$ cat src/core/cptrc_pkg.sv
// Purpose: shared constants and types for the codec power, thermal and
//          power-on reset control block
// Assumes: 16-bit registers on a 32-bit classic wishbone bus
// Notes: register index times four gives the byte address
package cptrc_pkg;

    ////////////////////////////////////////////////////////////////////////
    // register indices (printed offsets are not all multiples of four)
    localparam logic [7:0] CPTRC_IDX_PWR_ONE = 8'h02;
    localparam logic [7:0] CPTRC_IDX_PWR_TWO = 8'h03;
    localparam logic [7:0] CPTRC_IDX_STATUS = 8'h11;
    localparam logic [7:0] CPTRC_IDX_OUT_CTRL = 8'h2A;
    localparam logic [7:0] CPTRC_IDX_SUPPLY = 8'h30;

    ////////////////////////////////////////////////////////////////////////
    // field positions
    localparam int CPTRC_B_INPUT_AMP = 12;
    localparam int CPTRC_B_RIGHT_ADC = 11;
    localparam int CPTRC_B_LEFT_ADC = 10;
    localparam int CPTRC_B_MIC_BIAS = 4;
    localparam int CPTRC_B_MASTER_BIAS = 3;
    localparam int CPTRC_B_LINE_OUT = 14;
    localparam int CPTRC_B_SPK_AMP = 12;
    localparam int CPTRC_B_NEG_SUPPLY = 11;
    localparam int CPTRC_B_POS_SUPPLY = 10;
    localparam int CPTRC_B_NEG_STAGE = 7;
    localparam int CPTRC_B_POS_STAGE = 6;
    localparam int CPTRC_B_SPK_MIXER = 2;
    localparam int CPTRC_B_PLAYBACK = 0;
    localparam int CPTRC_B_OVERHEAT = 15;
    localparam int CPTRC_B_THERM_SHDN = 15;

    ////////////////////////////////////////////////////////////////////////
    // writable masks and reset values
    localparam logic [15:0] CPTRC_PWR_ONE_MASK = 16'h1C18;
    localparam logic [15:0] CPTRC_PWR_TWO_MASK = 16'h5CC5;
    localparam logic [15:0] CPTRC_OUT_CTRL_MASK = 16'h8000;
    localparam logic [15:0] CPTRC_PWR_ONE_RST = 16'h0000;
    localparam logic [15:0] CPTRC_PWR_TWO_RST = 16'h0000;
    localparam logic [15:0] CPTRC_OUT_CTRL_RST = 16'h8000;

    ////////////////////////////////////////////////////////////////////////
    // timing
    localparam real CPTRC_CLK_MHZ = 40.0;
    localparam real CPTRC_MIN_RESET_PERIOD_US = 10.6;
    localparam int CPTRC_MIN_RESET_CYCLES =
        int'($ceil(CPTRC_MIN_RESET_PERIOD_US * CPTRC_CLK_MHZ));
    localparam int CPTRC_POR_CW = 10;

    ////////////////////////////////////////////////////////////////////////
    // types
    typedef enum logic [1:0]
    {
        CPTRC_POR_OFF = 2'b00,
        CPTRC_POR_HOLD = 2'b01,
        CPTRC_POR_RUN = 2'b11
    } cptrc_por_state_t;

    typedef struct packed
    {
        logic regulator_supply_ok;
        logic core_supply_ok;
        logic interface_supply_ok;
        logic speaker_supply_ok;
    } cptrc_supply_t;

    typedef struct packed
    {
        logic input_amp_enable;
        logic right_adc_enable;
        logic left_adc_enable;
        logic mic_bias_enable;
        logic master_bias_enable;
        logic line_output_enable;
        logic speaker_amp_enable;
        logic speaker_mixer_enable;
        logic playback_converter_enable;
        logic speaker_neg_output;
        logic speaker_pos_output;
    } cptrc_enables_t;

endpackage

$ cat src/core/cptrc_por.sv
// Purpose: power-on reset sequencer for one supply domain
// Assumes: supply good levels already synchronous to clk_i
// Notes: reset output is active low, held for the minimum period
`timescale 1ns/1ps
module cptrc_por
(
    input wire logic clk_i,
    input wire logic rst_i,
    input wire logic supply_ok_i,
    output logic por_n_o
);
    import cptrc_pkg::*;

    cptrc_por_state_t state_ff;
    cptrc_por_state_t nxt_state;
    logic [CPTRC_POR_CW-1:0] cnt_ff;
    logic [CPTRC_POR_CW-1:0] nxt_cnt;
    logic por_n_ff;
    logic nxt_por_n;

    localparam logic [CPTRC_POR_CW-1:0] HOLD_LAST =
        CPTRC_POR_CW'(CPTRC_MIN_RESET_CYCLES - 1);

    always_comb
    begin
        nxt_state = state_ff;
        nxt_cnt = cnt_ff;
        nxt_por_n = 1'b0;
        case (state_ff)
            CPTRC_POR_OFF:
            begin
                nxt_cnt = '0;
                if (supply_ok_i)
                begin
                    nxt_state = CPTRC_POR_HOLD;
                end
            end
            CPTRC_POR_HOLD:
            begin
                // minimum hold even for an instant supply rise
                if (!supply_ok_i)
                begin
                    nxt_state = CPTRC_POR_OFF;
                end
                else if (cnt_ff == HOLD_LAST)
                begin
                    nxt_state = CPTRC_POR_RUN;
                    nxt_por_n = 1'b1;
                end
                else
                begin
                    nxt_cnt = cnt_ff + 1'b1;
                end
            end
            CPTRC_POR_RUN:
            begin
                nxt_por_n = supply_ok_i;
                if (!supply_ok_i)
                begin
                    nxt_state = CPTRC_POR_OFF;
                end
            end
            default:
            begin
                nxt_state = CPTRC_POR_OFF;
            end
        endcase
    end

    always_ff @(posedge clk_i)
    begin
        if (rst_i)
        begin
            state_ff <= CPTRC_POR_OFF;
            cnt_ff <= '0;
            por_n_ff <= 1'b0;
        end
        else
        begin
            state_ff <= nxt_state;
            cnt_ff <= nxt_cnt;
            por_n_ff <= nxt_por_n;
        end
    end

    assign por_n_o = por_n_ff;

endmodule

$ cat src/core/cptrc_spk_gate.sv
// Purpose: one speaker output gate
// Assumes: enables come from registers
// Notes: thermal disable does not touch the stored bits
`timescale 1ns/1ps
module cptrc_spk_gate
(
    input wire logic stage_enable_i,
    input wire logic supply_enable_i,
    input wire logic overheat_i,
    input wire logic thermal_shutdown_enable_i,
    output logic drive_o
);
    // both enables needed; overheat blocks only when shutdown enabled
    assign drive_o = stage_enable_i & supply_enable_i
        & ~(overheat_i & thermal_shutdown_enable_i);

endmodule

$ cat src/core/cptrc_top.sv
// Purpose: codec power enables, thermal shutdown and power-on reset
// Assumes: classic wishbone slave, 32-bit data, supply levels synchronous
// Notes: byte address is register index times four; data in bits 15:0
`timescale 1ns/1ps

// What this block does
// RULE1 - first power register: five enables, reset 0
// RULE2 - software sets right ADC for right mic
// RULE3 - software sets left ADC for ADC/left mic
// RULE4 - second power register: eight enables, reset 0
// RULE5 - software sets DAC enable for DAC/beep
// RULE6 - speaker pin needs stage and supply enables
// RULE7 - software sets stage before supply enable
// RULE8 - software clears supply before stage enable
// RULE9 - read-only overheat status bit 15
// RULE10 - overheat available to poll, pin, events
// RULE11 - thermal shutdown enable disables speakers, reset 1
// RULE12 - reset asserted while regulator or core low
// RULE13 - during reset, hold defaults, drop writes
// RULE14 - release reset, defaults kept, writes accepted
// RULE15 - reset held at least 10.6 us
// RULE16 - reset asserts when either supply falls
// RULE17 - separate resets for interface and speaker domains
// RULE18 - software parks mode pin for low current
// RULE19 - software clears shutdown enable for low current
// RULE20 - thermal disable combinational, stored bits kept
module cptrc_top
(
    input wire logic clk_i,
    input wire logic rst_i,
    input wire logic wb_cyc_i,
    input wire logic wb_stb_i,
    input wire logic wb_we_i,
    input wire logic [7:0] wb_adr_i,
    input wire logic [3:0] wb_sel_i,
    input wire logic [31:0] wb_dat_i,
    output logic [31:0] wb_dat_o,
    output logic wb_ack_o,
    input wire cptrc_pkg::cptrc_supply_t supply_i,
    input wire logic overheat_i,
    output cptrc_pkg::cptrc_enables_t enables_o,
    output logic overheat_status_o,
    output logic overheat_event_o,
    output logic core_por_n_o,
    output logic interface_por_n_o,
    output logic speaker_por_n_o
);
    import cptrc_pkg::*;

    ////////////////////////////////////////////////////////////////////////
    // power-on reset domains
    logic core_ok;
    logic core_por_n;
    logic if_por_n;
    logic spk_por_n;

    assign core_ok = supply_i.regulator_supply_ok
        & supply_i.core_supply_ok; // see RULE12 see RULE16

    cptrc_por u_core_por
    (
        .clk_i(clk_i),
        .rst_i(rst_i),
        .supply_ok_i(core_ok),
        .por_n_o(core_por_n)
    ); // see RULE15

    cptrc_por u_if_por
    (
        .clk_i(clk_i),
        .rst_i(rst_i),
        .supply_ok_i(supply_i.interface_supply_ok),
        .por_n_o(if_por_n)
    ); // see RULE17

    cptrc_por u_spk_por
    (
        .clk_i(clk_i),
        .rst_i(rst_i),
        .supply_ok_i(supply_i.speaker_supply_ok),
        .por_n_o(spk_por_n)
    ); // see RULE17

    logic hold_rst;
    assign hold_rst = rst_i | ~core_por_n; // see RULE13

    ////////////////////////////////////////////////////////////////////////
    // registers
    logic [15:0] pwr_one_ff;
    logic [15:0] nxt_pwr_one;
    logic [15:0] pwr_two_ff;
    logic [15:0] nxt_pwr_two;
    logic [15:0] out_ctrl_ff;
    logic [15:0] nxt_out_ctrl;
    logic overheat_ff;
    logic nxt_overheat;
    logic [31:0] dat_ff;
    logic [31:0] nxt_dat;
    logic ack_ff;
    logic nxt_ack;
    logic evt_ff;
    logic nxt_evt;
    logic [15:0] wmask;
    logic [15:0] rd_val;
    logic req;
    logic wr;

    assign req = wb_cyc_i & wb_stb_i & ~ack_ff;
    // writes dropped while core reset holds
    assign wr = req & wb_we_i & core_por_n; // see RULE13 see RULE14
    assign wmask = {{8{wb_sel_i[1]}}, {8{wb_sel_i[0]}}};

    always_comb
    begin
        rd_val = 16'h0000;
        case (wb_adr_i)
            CPTRC_IDX_PWR_ONE: rd_val = pwr_one_ff;
            CPTRC_IDX_PWR_TWO: rd_val = pwr_two_ff;
            CPTRC_IDX_STATUS:
                rd_val = 16'(overheat_ff) << CPTRC_B_OVERHEAT; // see RULE9
            CPTRC_IDX_OUT_CTRL: rd_val = out_ctrl_ff;
            CPTRC_IDX_SUPPLY:
                rd_val = {13'h0000, spk_por_n, if_por_n, core_por_n};
            default: rd_val = 16'h0000;
        endcase
    end

    always_comb
    begin
        nxt_pwr_one = pwr_one_ff;
        nxt_pwr_two = pwr_two_ff;
        nxt_out_ctrl = out_ctrl_ff;
        nxt_ack = req;
        nxt_dat = 32'h00000000;
        nxt_overheat = overheat_i; // see RULE10
        nxt_evt = overheat_i ^ overheat_ff; // see RULE10
        if (req && !wb_we_i)
        begin
            nxt_dat = {16'h0000, rd_val};
        end
        if (wr)
        begin
            case (wb_adr_i)
                CPTRC_IDX_PWR_ONE:
                    nxt_pwr_one = (pwr_one_ff & ~wmask)
                        | (wb_dat_i[15:0] & wmask & CPTRC_PWR_ONE_MASK);
                CPTRC_IDX_PWR_TWO:
                    nxt_pwr_two = (pwr_two_ff & ~wmask)
                        | (wb_dat_i[15:0] & wmask & CPTRC_PWR_TWO_MASK);
                CPTRC_IDX_OUT_CTRL:
                    nxt_out_ctrl = (out_ctrl_ff & ~wmask)
                        | (wb_dat_i[15:0] & wmask & CPTRC_OUT_CTRL_MASK);
                default:
                begin
                    nxt_pwr_one = pwr_one_ff;
                end
            endcase
        end
    end

    always_ff @(posedge clk_i)
    begin
        if (hold_rst)
        begin
            pwr_one_ff <= CPTRC_PWR_ONE_RST; // see RULE1
            pwr_two_ff <= CPTRC_PWR_TWO_RST; // see RULE4
            out_ctrl_ff <= CPTRC_OUT_CTRL_RST; // see RULE11
        end
        else
        begin
            pwr_one_ff <= nxt_pwr_one;
            pwr_two_ff <= nxt_pwr_two;
            out_ctrl_ff <= nxt_out_ctrl;
        end
    end

    // bus answers even during power-on reset, so software never hangs
    always_ff @(posedge clk_i)
    begin
        if (rst_i)
        begin
            ack_ff <= 1'b0;
            dat_ff <= 32'h00000000;
            overheat_ff <= 1'b0;
            evt_ff <= 1'b0;
        end
        else
        begin
            ack_ff <= nxt_ack;
            dat_ff <= nxt_dat;
            overheat_ff <= nxt_overheat;
            evt_ff <= nxt_evt;
        end
    end

    ////////////////////////////////////////////////////////////////////////
    // speaker gating and outputs
    logic [1:0] spk_drive;
    logic [1:0] spk_stage;
    logic [1:0] spk_supply;
    cptrc_enables_t en_ff;
    cptrc_enables_t nxt_en;

    assign spk_stage = {pwr_two_ff[CPTRC_B_NEG_STAGE],
                        pwr_two_ff[CPTRC_B_POS_STAGE]};
    assign spk_supply = {pwr_two_ff[CPTRC_B_NEG_SUPPLY],
                         pwr_two_ff[CPTRC_B_POS_SUPPLY]};

    genvar gi;
    generate
        for (gi = 0; gi < 2; gi = gi + 1)
        begin : g_spk
            cptrc_spk_gate u_gate
            (
                .stage_enable_i(spk_stage[gi]),
                .supply_enable_i(spk_supply[gi]),
                .overheat_i(overheat_ff),
                .thermal_shutdown_enable_i(
                    out_ctrl_ff[CPTRC_B_THERM_SHDN]),
                .drive_o(spk_drive[gi])
            ); // see RULE6 see RULE11 see RULE20
        end
    endgenerate

    always_comb
    begin
        nxt_en.input_amp_enable = pwr_one_ff[CPTRC_B_INPUT_AMP];
        nxt_en.right_adc_enable = pwr_one_ff[CPTRC_B_RIGHT_ADC];
        nxt_en.left_adc_enable = pwr_one_ff[CPTRC_B_LEFT_ADC];
        nxt_en.mic_bias_enable = pwr_one_ff[CPTRC_B_MIC_BIAS];
        nxt_en.master_bias_enable = pwr_one_ff[CPTRC_B_MASTER_BIAS];
        nxt_en.line_output_enable = pwr_two_ff[CPTRC_B_LINE_OUT];
        nxt_en.speaker_amp_enable = pwr_two_ff[CPTRC_B_SPK_AMP];
        nxt_en.speaker_mixer_enable = pwr_two_ff[CPTRC_B_SPK_MIXER];
        nxt_en.playback_converter_enable = pwr_two_ff[CPTRC_B_PLAYBACK];
        nxt_en.speaker_neg_output = spk_drive[1];
        nxt_en.speaker_pos_output = spk_drive[0];
    end

    logic cpor_ff;
    logic ipor_ff;
    logic spor_ff;

    always_ff @(posedge clk_i)
    begin
        if (rst_i)
        begin
            en_ff <= '0;
            cpor_ff <= 1'b0;
            ipor_ff <= 1'b0;
            spor_ff <= 1'b0;
        end
        else
        begin
            en_ff <= nxt_en;
            cpor_ff <= core_por_n;
            ipor_ff <= if_por_n;
            spor_ff <= spk_por_n;
        end
    end

    assign enables_o = en_ff;
    assign wb_ack_o = ack_ff;
    assign wb_dat_o = dat_ff;
    assign overheat_status_o = overheat_ff;
    assign overheat_event_o = evt_ff;
    assign core_por_n_o = cpor_ff;
    assign interface_por_n_o = ipor_ff;
    assign speaker_por_n_o = spor_ff;

endmodule

$ cat config.mk
export PLATFORM = sky130hd
export DESIGN_NAME = cptrc_top
export DESIGN_NICKNAME = d
export VERILOG_FILES = /design/src/core/cptrc_pkg.sv /design/src/core/cptrc_por.sv /design/src/core/cptrc_spk_gate.sv /design/src/core/cptrc_top.sv
export SDC_FILE = /design/constraint.sdc
export NUM_CORES = 1
export LEC_CHECK = 0
export BUFFER_PORTS_ARGS = -buffer_cell sky130_fd_sc_hd__buf_2
export CAP_MARGIN = 20
export CORE_MARGIN = 3
export CORE_UTILIZATION = 26
export CTS_CLUSTER_SIZE = 25
export DETAILED_ROUTE_END_ITERATION = 7
export HOLD_SLACK_MARGIN = 0.06
export PLACE_DENSITY = 0.46
export REMOVE_ABC_BUFFERS = 1
export SYNTH_ARGS = -nofsm -noshare
export SYNTH_HDL_FRONTEND = slang
export SYNTH_SLANG_ARGS = --single-unit
$ cat constraint.sdc
create_clock -name clk_i -period 2.2 [get_ports clk_i]
set_input_delay 0 -clock clk_i [delete_from_list [all_inputs] [get_ports clk_i]]
set_output_delay 0 -clock clk_i [all_outputs]
set_load 0.005 [all_outputs]
Yosys cells after proc, flatten, opt, wreduce, memory -nomap -nowiden
Cells that the tools add are included.
Widths: inputs -> output; s select.
{"block": "totals", "in_bits": 54, "rom_bits": 0, "mem_bits_rw": 0, "output_inout_bits": 49, "register_bits": 136, "n_memories": 0, "latch_bits": 0}
{"block": "classes", "div": 0, "multipliers": 0, "n_lt_le_gt_ge": 0, "mux": 34, "eq_ne": 29, "n_addsub": 3, "reduce_logical": 18, "bitwise": 24, "shifts": 0}
{"cell": "$pmux 16 s5", "n": 1}
{"cell": "$and 16x16->16", "n": 4}
{"cell": "$mux 10", "n": 6}
{"cell": "$pmux 10 s2", "n": 3}
{"cell": "$add 10x1->10 const B", "n": 3}
{"cell": "$eq 10x9->1 const B", "n": 3}
{"cell": "$mux 2", "n": 12}
{"cell": "$ne 2x2->1 const B", "n": 10}
{"cell": "$pmux 2 s3", "n": 3}
{"cell": "$reduce_and 3->1", "n": 6}
{"cell": "$eq 8x2->1 const B", "n": 2}
{"cell": "$eq 8x6->1 const B", "n": 2}
{"cell": "$not 16->16", "n": 1}
{"cell": "$or 16x13->16", "n": 1}
{"cell": "$or 16x15->16", "n": 1}
{"cell": "$or 16x16->16", "n": 1}
{"cell": "$and 1x1->1", "n": 10}
{"cell": "$eq 8x5->1 const B", "n": 1}
{"cell": "$eq 2x1->1 const B", "n": 3}
{"cell": "$eq 2x2->1 const B", "n": 3}
{"cell": "$logic_not 2->1", "n": 3}
{"cell": "$mux 1", "n": 6}
{"cell": "$ne 3x2->1 const B", "n": 2}
{"cell": "$pmux 1 s2", "n": 3}
{"cell": "other kinds (10)", "n": 18}

Depth between registers and ports, before layout
{"block": "depth", "word_depth": 5, "mapped_depth": 7, "depth_no_buf": 5}

By module
A second synthesis with hierarchy kept.
{"block": "unflattened", "cells_unflattened": 531, "area_unflattened_um2": 5033.6}
{"mod": "cptrc_top", "cells_each": 299, "instances": 1, "area_per_inst_um2": 3041.7}
{"mod": "cptrc_por", "cells_each": 76, "instances": 3, "area_per_inst_um2": 655.6}
{"mod": "cptrc_spk_gate", "cells_each": 2, "instances": 2, "area_per_inst_um2": 12.5}

Worst setup path after synthesis
No wires, ideal clock.
{"block": "synth_timing", "path_type": "reg2reg", "startpoint": "register u_spk_por.cnt_ff[3]", "endpoint": "register u_spk_por.cnt_ff[2]", "synth_period_minus_slack_ns": 1.621, "path_slack_ns": 0.579, "stages_incl_launch_ff": 5, "path_buffers": 0, "arrival_time_ns": 1.518, "cell_sequence": "dfxtp_1 > or4b_4 > nor4_4 > nor3_1 > a2111oi_2"}
{"block": "synth_via", "elab_chain_len": 3}
{"element": "start, declared", "line": "cptrc_por.sv:16", "source": "logic [CPTRC_POR_CW-1:0] cnt_ff;"}
{"element": "start signal, assigned", "line": "cptrc_por.sv:81", "source": "cnt_ff <= nxt_cnt;"}
{"element": "$eq 10x9->1", "line": "cptrc_por.sv:45", "source": "else if (cnt_ff == HOLD_LAST)"}
{"element": "$ne 2x2->1 (no line)"}
{"element": "$reduce_and 3->1 (no line)"}
Every way passes these cells.
A chain may end at the register's enable or synchronous reset.

Worst setup path in the final report
{"block": "layout_timing", "startpoint": "input wb_adr_i[1]", "endpoint": "register dat_ff[6], in the netlist wb_dat_o[6]"}
{"block": "layout_via", "elab_chain_len": 2}
{"element": "start, declared", "line": "cptrc_top.sv:34", "source": "input wire logic [7:0] wb_adr_i,"}
{"element": "$eq 8x6->1, or another cell as far along", "line": "cptrc_top.sv:116", "source": "case (wb_adr_i)"}
{"element": "$pmux 16 s5 *", "line": "cptrc_top.sv:116"}
{"element": "end signal, assigned", "line": "cptrc_top.sv:190", "source": "dat_ff <= nxt_dat;"}
{"element": "end, declared", "line": "cptrc_top.sv:97", "source": "logic [31:0] dat_ff;"}
Mark *: on every way between the ends. The rest lies on a longest branch, timed or not.

==> flow_summary.yaml <==
setup_path:
  startpoint_type: "primary input"
  max_stage_delay_ns: 0.55
  crit_chain: "dlygate4sd3_1 > buf_2 > or3b_1 > a2111oi_2 > o211ai_1 > buf_4 > nor2_1"
  cp_slowest_cell: "dlygate4sd3_1"
  worstSetupEndpointType: "flop"
  cp_max_fo: 8
  critPathArrivalTime_ns: 2.23
  r2r_slack_ns: 0.43
  path_buf_inv: 3
  crit_required_ns: 2.54
  timing.rr.end: "u_spk_por.cnt_ff[2]"
  path_class: "in -> reg"
  rr_worst_depth: 4
  critical_path.top_delay_family: "buffers and inverters"
  worstReg2RegStart: "u_spk_por.cnt_ff[3]"
finish:
  layout-drive-gt1-share: 0.208
  fin_area_um2: 6390
  area_growth_pct: 26.7
  final_nets: 684
  antenna-diode-count: 0
sta:
  min_period_ns: 1.88
  tightest_slew_ns: 0.697
  timing.final.crit_share: 0.857
  max_freq_mhz: 531
  drv_slew: 0
  relSlewSlack: 0.535
  clock_skew_ns: 0.00479
  hold_viol: 0
  rsz0062_at_grt: "no"
  setup_violations: 0
route:
  vias: 4368
  wl_met3_um: 745
  dr_wl_met2_mm: 6.33
  highest_layer: "met4"
  wl_met1_mm: 6.21
  drt_first_pass_iters: 5
  viasPerCell: 4.85
  drt_iter0_drc: 268
  wirelength_mm: 13.5
  drc_errors: 0
  final_antenna_net_count: 0
  wl_per_cell_um: 15.0
grt:
  grt_max_degree: 30
  track_usage: 0.129
  grt_pass1_vias: 4079
  grt_pass1_wl_mm: 21.7
  antenna_found_initial: 0
  grt-ovfl-total: 0
power:
  cellLeakagePower_nw: 2.48
  power_density_nw_per_um2: 794
  power.total_w: 0.00508
  peakVddDrop_mv: 0.639
logic_synthesis:
  synth_ff_type: "dfxtp_1"
  yosys.area.top_type: "dfxtp_1"
  ys_types: 64
  synthDominantCellAreaShare: 0.476
  synth.cell_area_um2: 5050
  synth_edf_count: 0
  synthArstFlopShare: 0
  netlist_instances: 542
  ys.warnings.count: 0
  syn-mean-instance-area_um2: 9.31
  synth_area_leaders: "dfxtp_1 48%, and3_1 4.0%, nor2_1 3.3%, nand2_1 3.1%, a21oi_1 2.7%"
  synth-seq-cells: 120
  yosysSeqAreaShare: 0.476
run:
  maxCapViolCount: 0
place:
  gp_congestion: 0.818
  dpl.hpwl_mm: 9.42
  port_buffers: 63
  place_area_um2: 5630
floorplanning:
  core_um2: 18900
  die_area_um2: 21100
  ios: 103
  die_w_um: 145
  die_h_um: 145
  placementRows: 50
  start_util: 0.267
clocking:
  clk_pin_slew_ns: 0.06
  insertion_delay_ns: 0.41
  cts_root_buffer: "clkbuf_16"
  htree_num_levels: 4
  clockBufferDepth: 2
  clkSinkCount: 120
  cts_buffers: 17
  cts_tree: "done"
worst_hold_path:
  hold_path.class: "in -> reg"
  hp-start: "supply_i[3]"
  min_to: "u_core_por.cnt_ff[0]"
  min_delay_path_depth: 4
outcome:
  status: "finished clean"
[placed cells by master, fill, tap and decap left out, drive strengths merged, types with 7 or more instances in the layout]
master and n:
buf 78, nand4 16, and2 11, nor2b 16, or4 7, mux2i 12, a222oi 12, nand3 21
a21oi 27, and3 32, conb 16, dlygate4sd3 19, clkbuf 18, o21ai 15, inv 16, or3 8
nor2 46, dfxtp 120, a31oi 9, clkinv 7, nor3 8, nand2 42
[cell families (layout without fill, tap and decap cells)]
family / after synthesis / count (layout) / synth area share
xor gates and xnor gates: 1 / 1 / 0.00174
DFF: 120 / 120 / 0.476
other: 1 / 16 / 0.000743
adders and majority gates: 3 / 3 / 0.00744
and+or+nand+nor: 242 / 242 / 0.278
muxes: 14 / 14 / 0.0283
buffers and inverters: 56 / 139 / 0.0563
AOI/OAI and AO/OA: 105 / 105 / 0.152
[routing by layer]
layer | vias to the layer above | GRT usage
li1 | 2148 | -
met2 | 114 | 0.202
met3 | 15 | 0.0392
met1 | 2091 | 0.166
met4 | 0 | 0.0522
met5 | - | 0
[per-stage QoR]
step | hold WS (ns) | setup TNS (ns) | setup slack [ns] | utilization | std cells
floorplan | 0.0691 | -1.00 | -0.0960 | - | 511
global placement | 0.240 | 0 | 0.394 | 0.298 | 849
detailed placement | 0.248 | 0 | 0.403 | 0.298 | 849
CTS | 0.0604 | 0 | 0.315 | 0.338 | 900
global route | 0.0889 | 0 | 0.236 | 0.338 | 900
finish | 0.0818 | 0 | 0.315 | 0.338 | 900
[final cells by class]
| type | count | area, um^2 |
|---|---|---|
| inverters | 10 | 37.5 |
| flip-flops and latches | 120 | 2400 |
| clock buffers | 18 | 439 |
| fillers | 1981 | 12500 |
| well taps | 260 | 325 |
| clock inverters | 14 | 139 |
| repair buffers | 97 | 618 |
| multi-input cells | 381 | 2430 |
[where the power goes]
part	total, W	leakage, nW	switching (W)	internal, W
registers	0.00219	0.968	0.00000809	0.00218
clock network	0.00269	0.288	0.00108	0.00161
logic	0.000196	1.22	0.000114	0.0000827
[cells in the mapped netlist (4+ instances only)]
library cell	count
a21oi_1	27
inv_1	10
o2bb2ai_1	4
o21ai_0	15
buf_2	5
mux2i_1	12
a31oi_1	9
a22oi_1	4
a21boi_0	4
a41oi_1	4
or3_1	8
nand2_1	42
nor2b_1	16
and2_1	11
dfxtp_1	120
nand2b_1	4
nand4_1	16
nor2_1	44
nand3_1	21
a222oi_1	12
nor3_1	8
and3_1	32
or4_1	5
buf_4	16
clkbuf_1	21
[worst max-delay path by stage]
stage / start / endpoint / slack [ns] / cells past startpoint
final: wb_adr_i[1] / wb_dat_o[6] / 0.32 / 7
after global routing: wb_adr_i[1] / wb_dat_o[6] / 0.24 / 7
after CTS: wb_adr_i[1] / wb_dat_o[6] / 0.31 / 7
after detailed placement: wb_adr_i[0] / pwr_one_ff[1] / 0.40 / 5
after global placement: wb_adr_i[0] / pwr_one_ff[1] / 0.39 / 5
after floorplan: wb_adr_i[3] / out_ctrl_ff[0] / -0.1 / 3
[what timing repair did]
action,in CTS,in global routing
buffers inserted,0,0
setup endpoints to repair,0,0
hold buffers,19,0
hold endpoints to repair,38,0
resized for setup,0,0
[worst min-delay path: stages]
cell      delay [ns]
buf_2           0.11
o311ai_1        0.14
nand3_1         0.10
a31oi_1         0.08
Note: power is estimated with default switching activity, not from simulation.
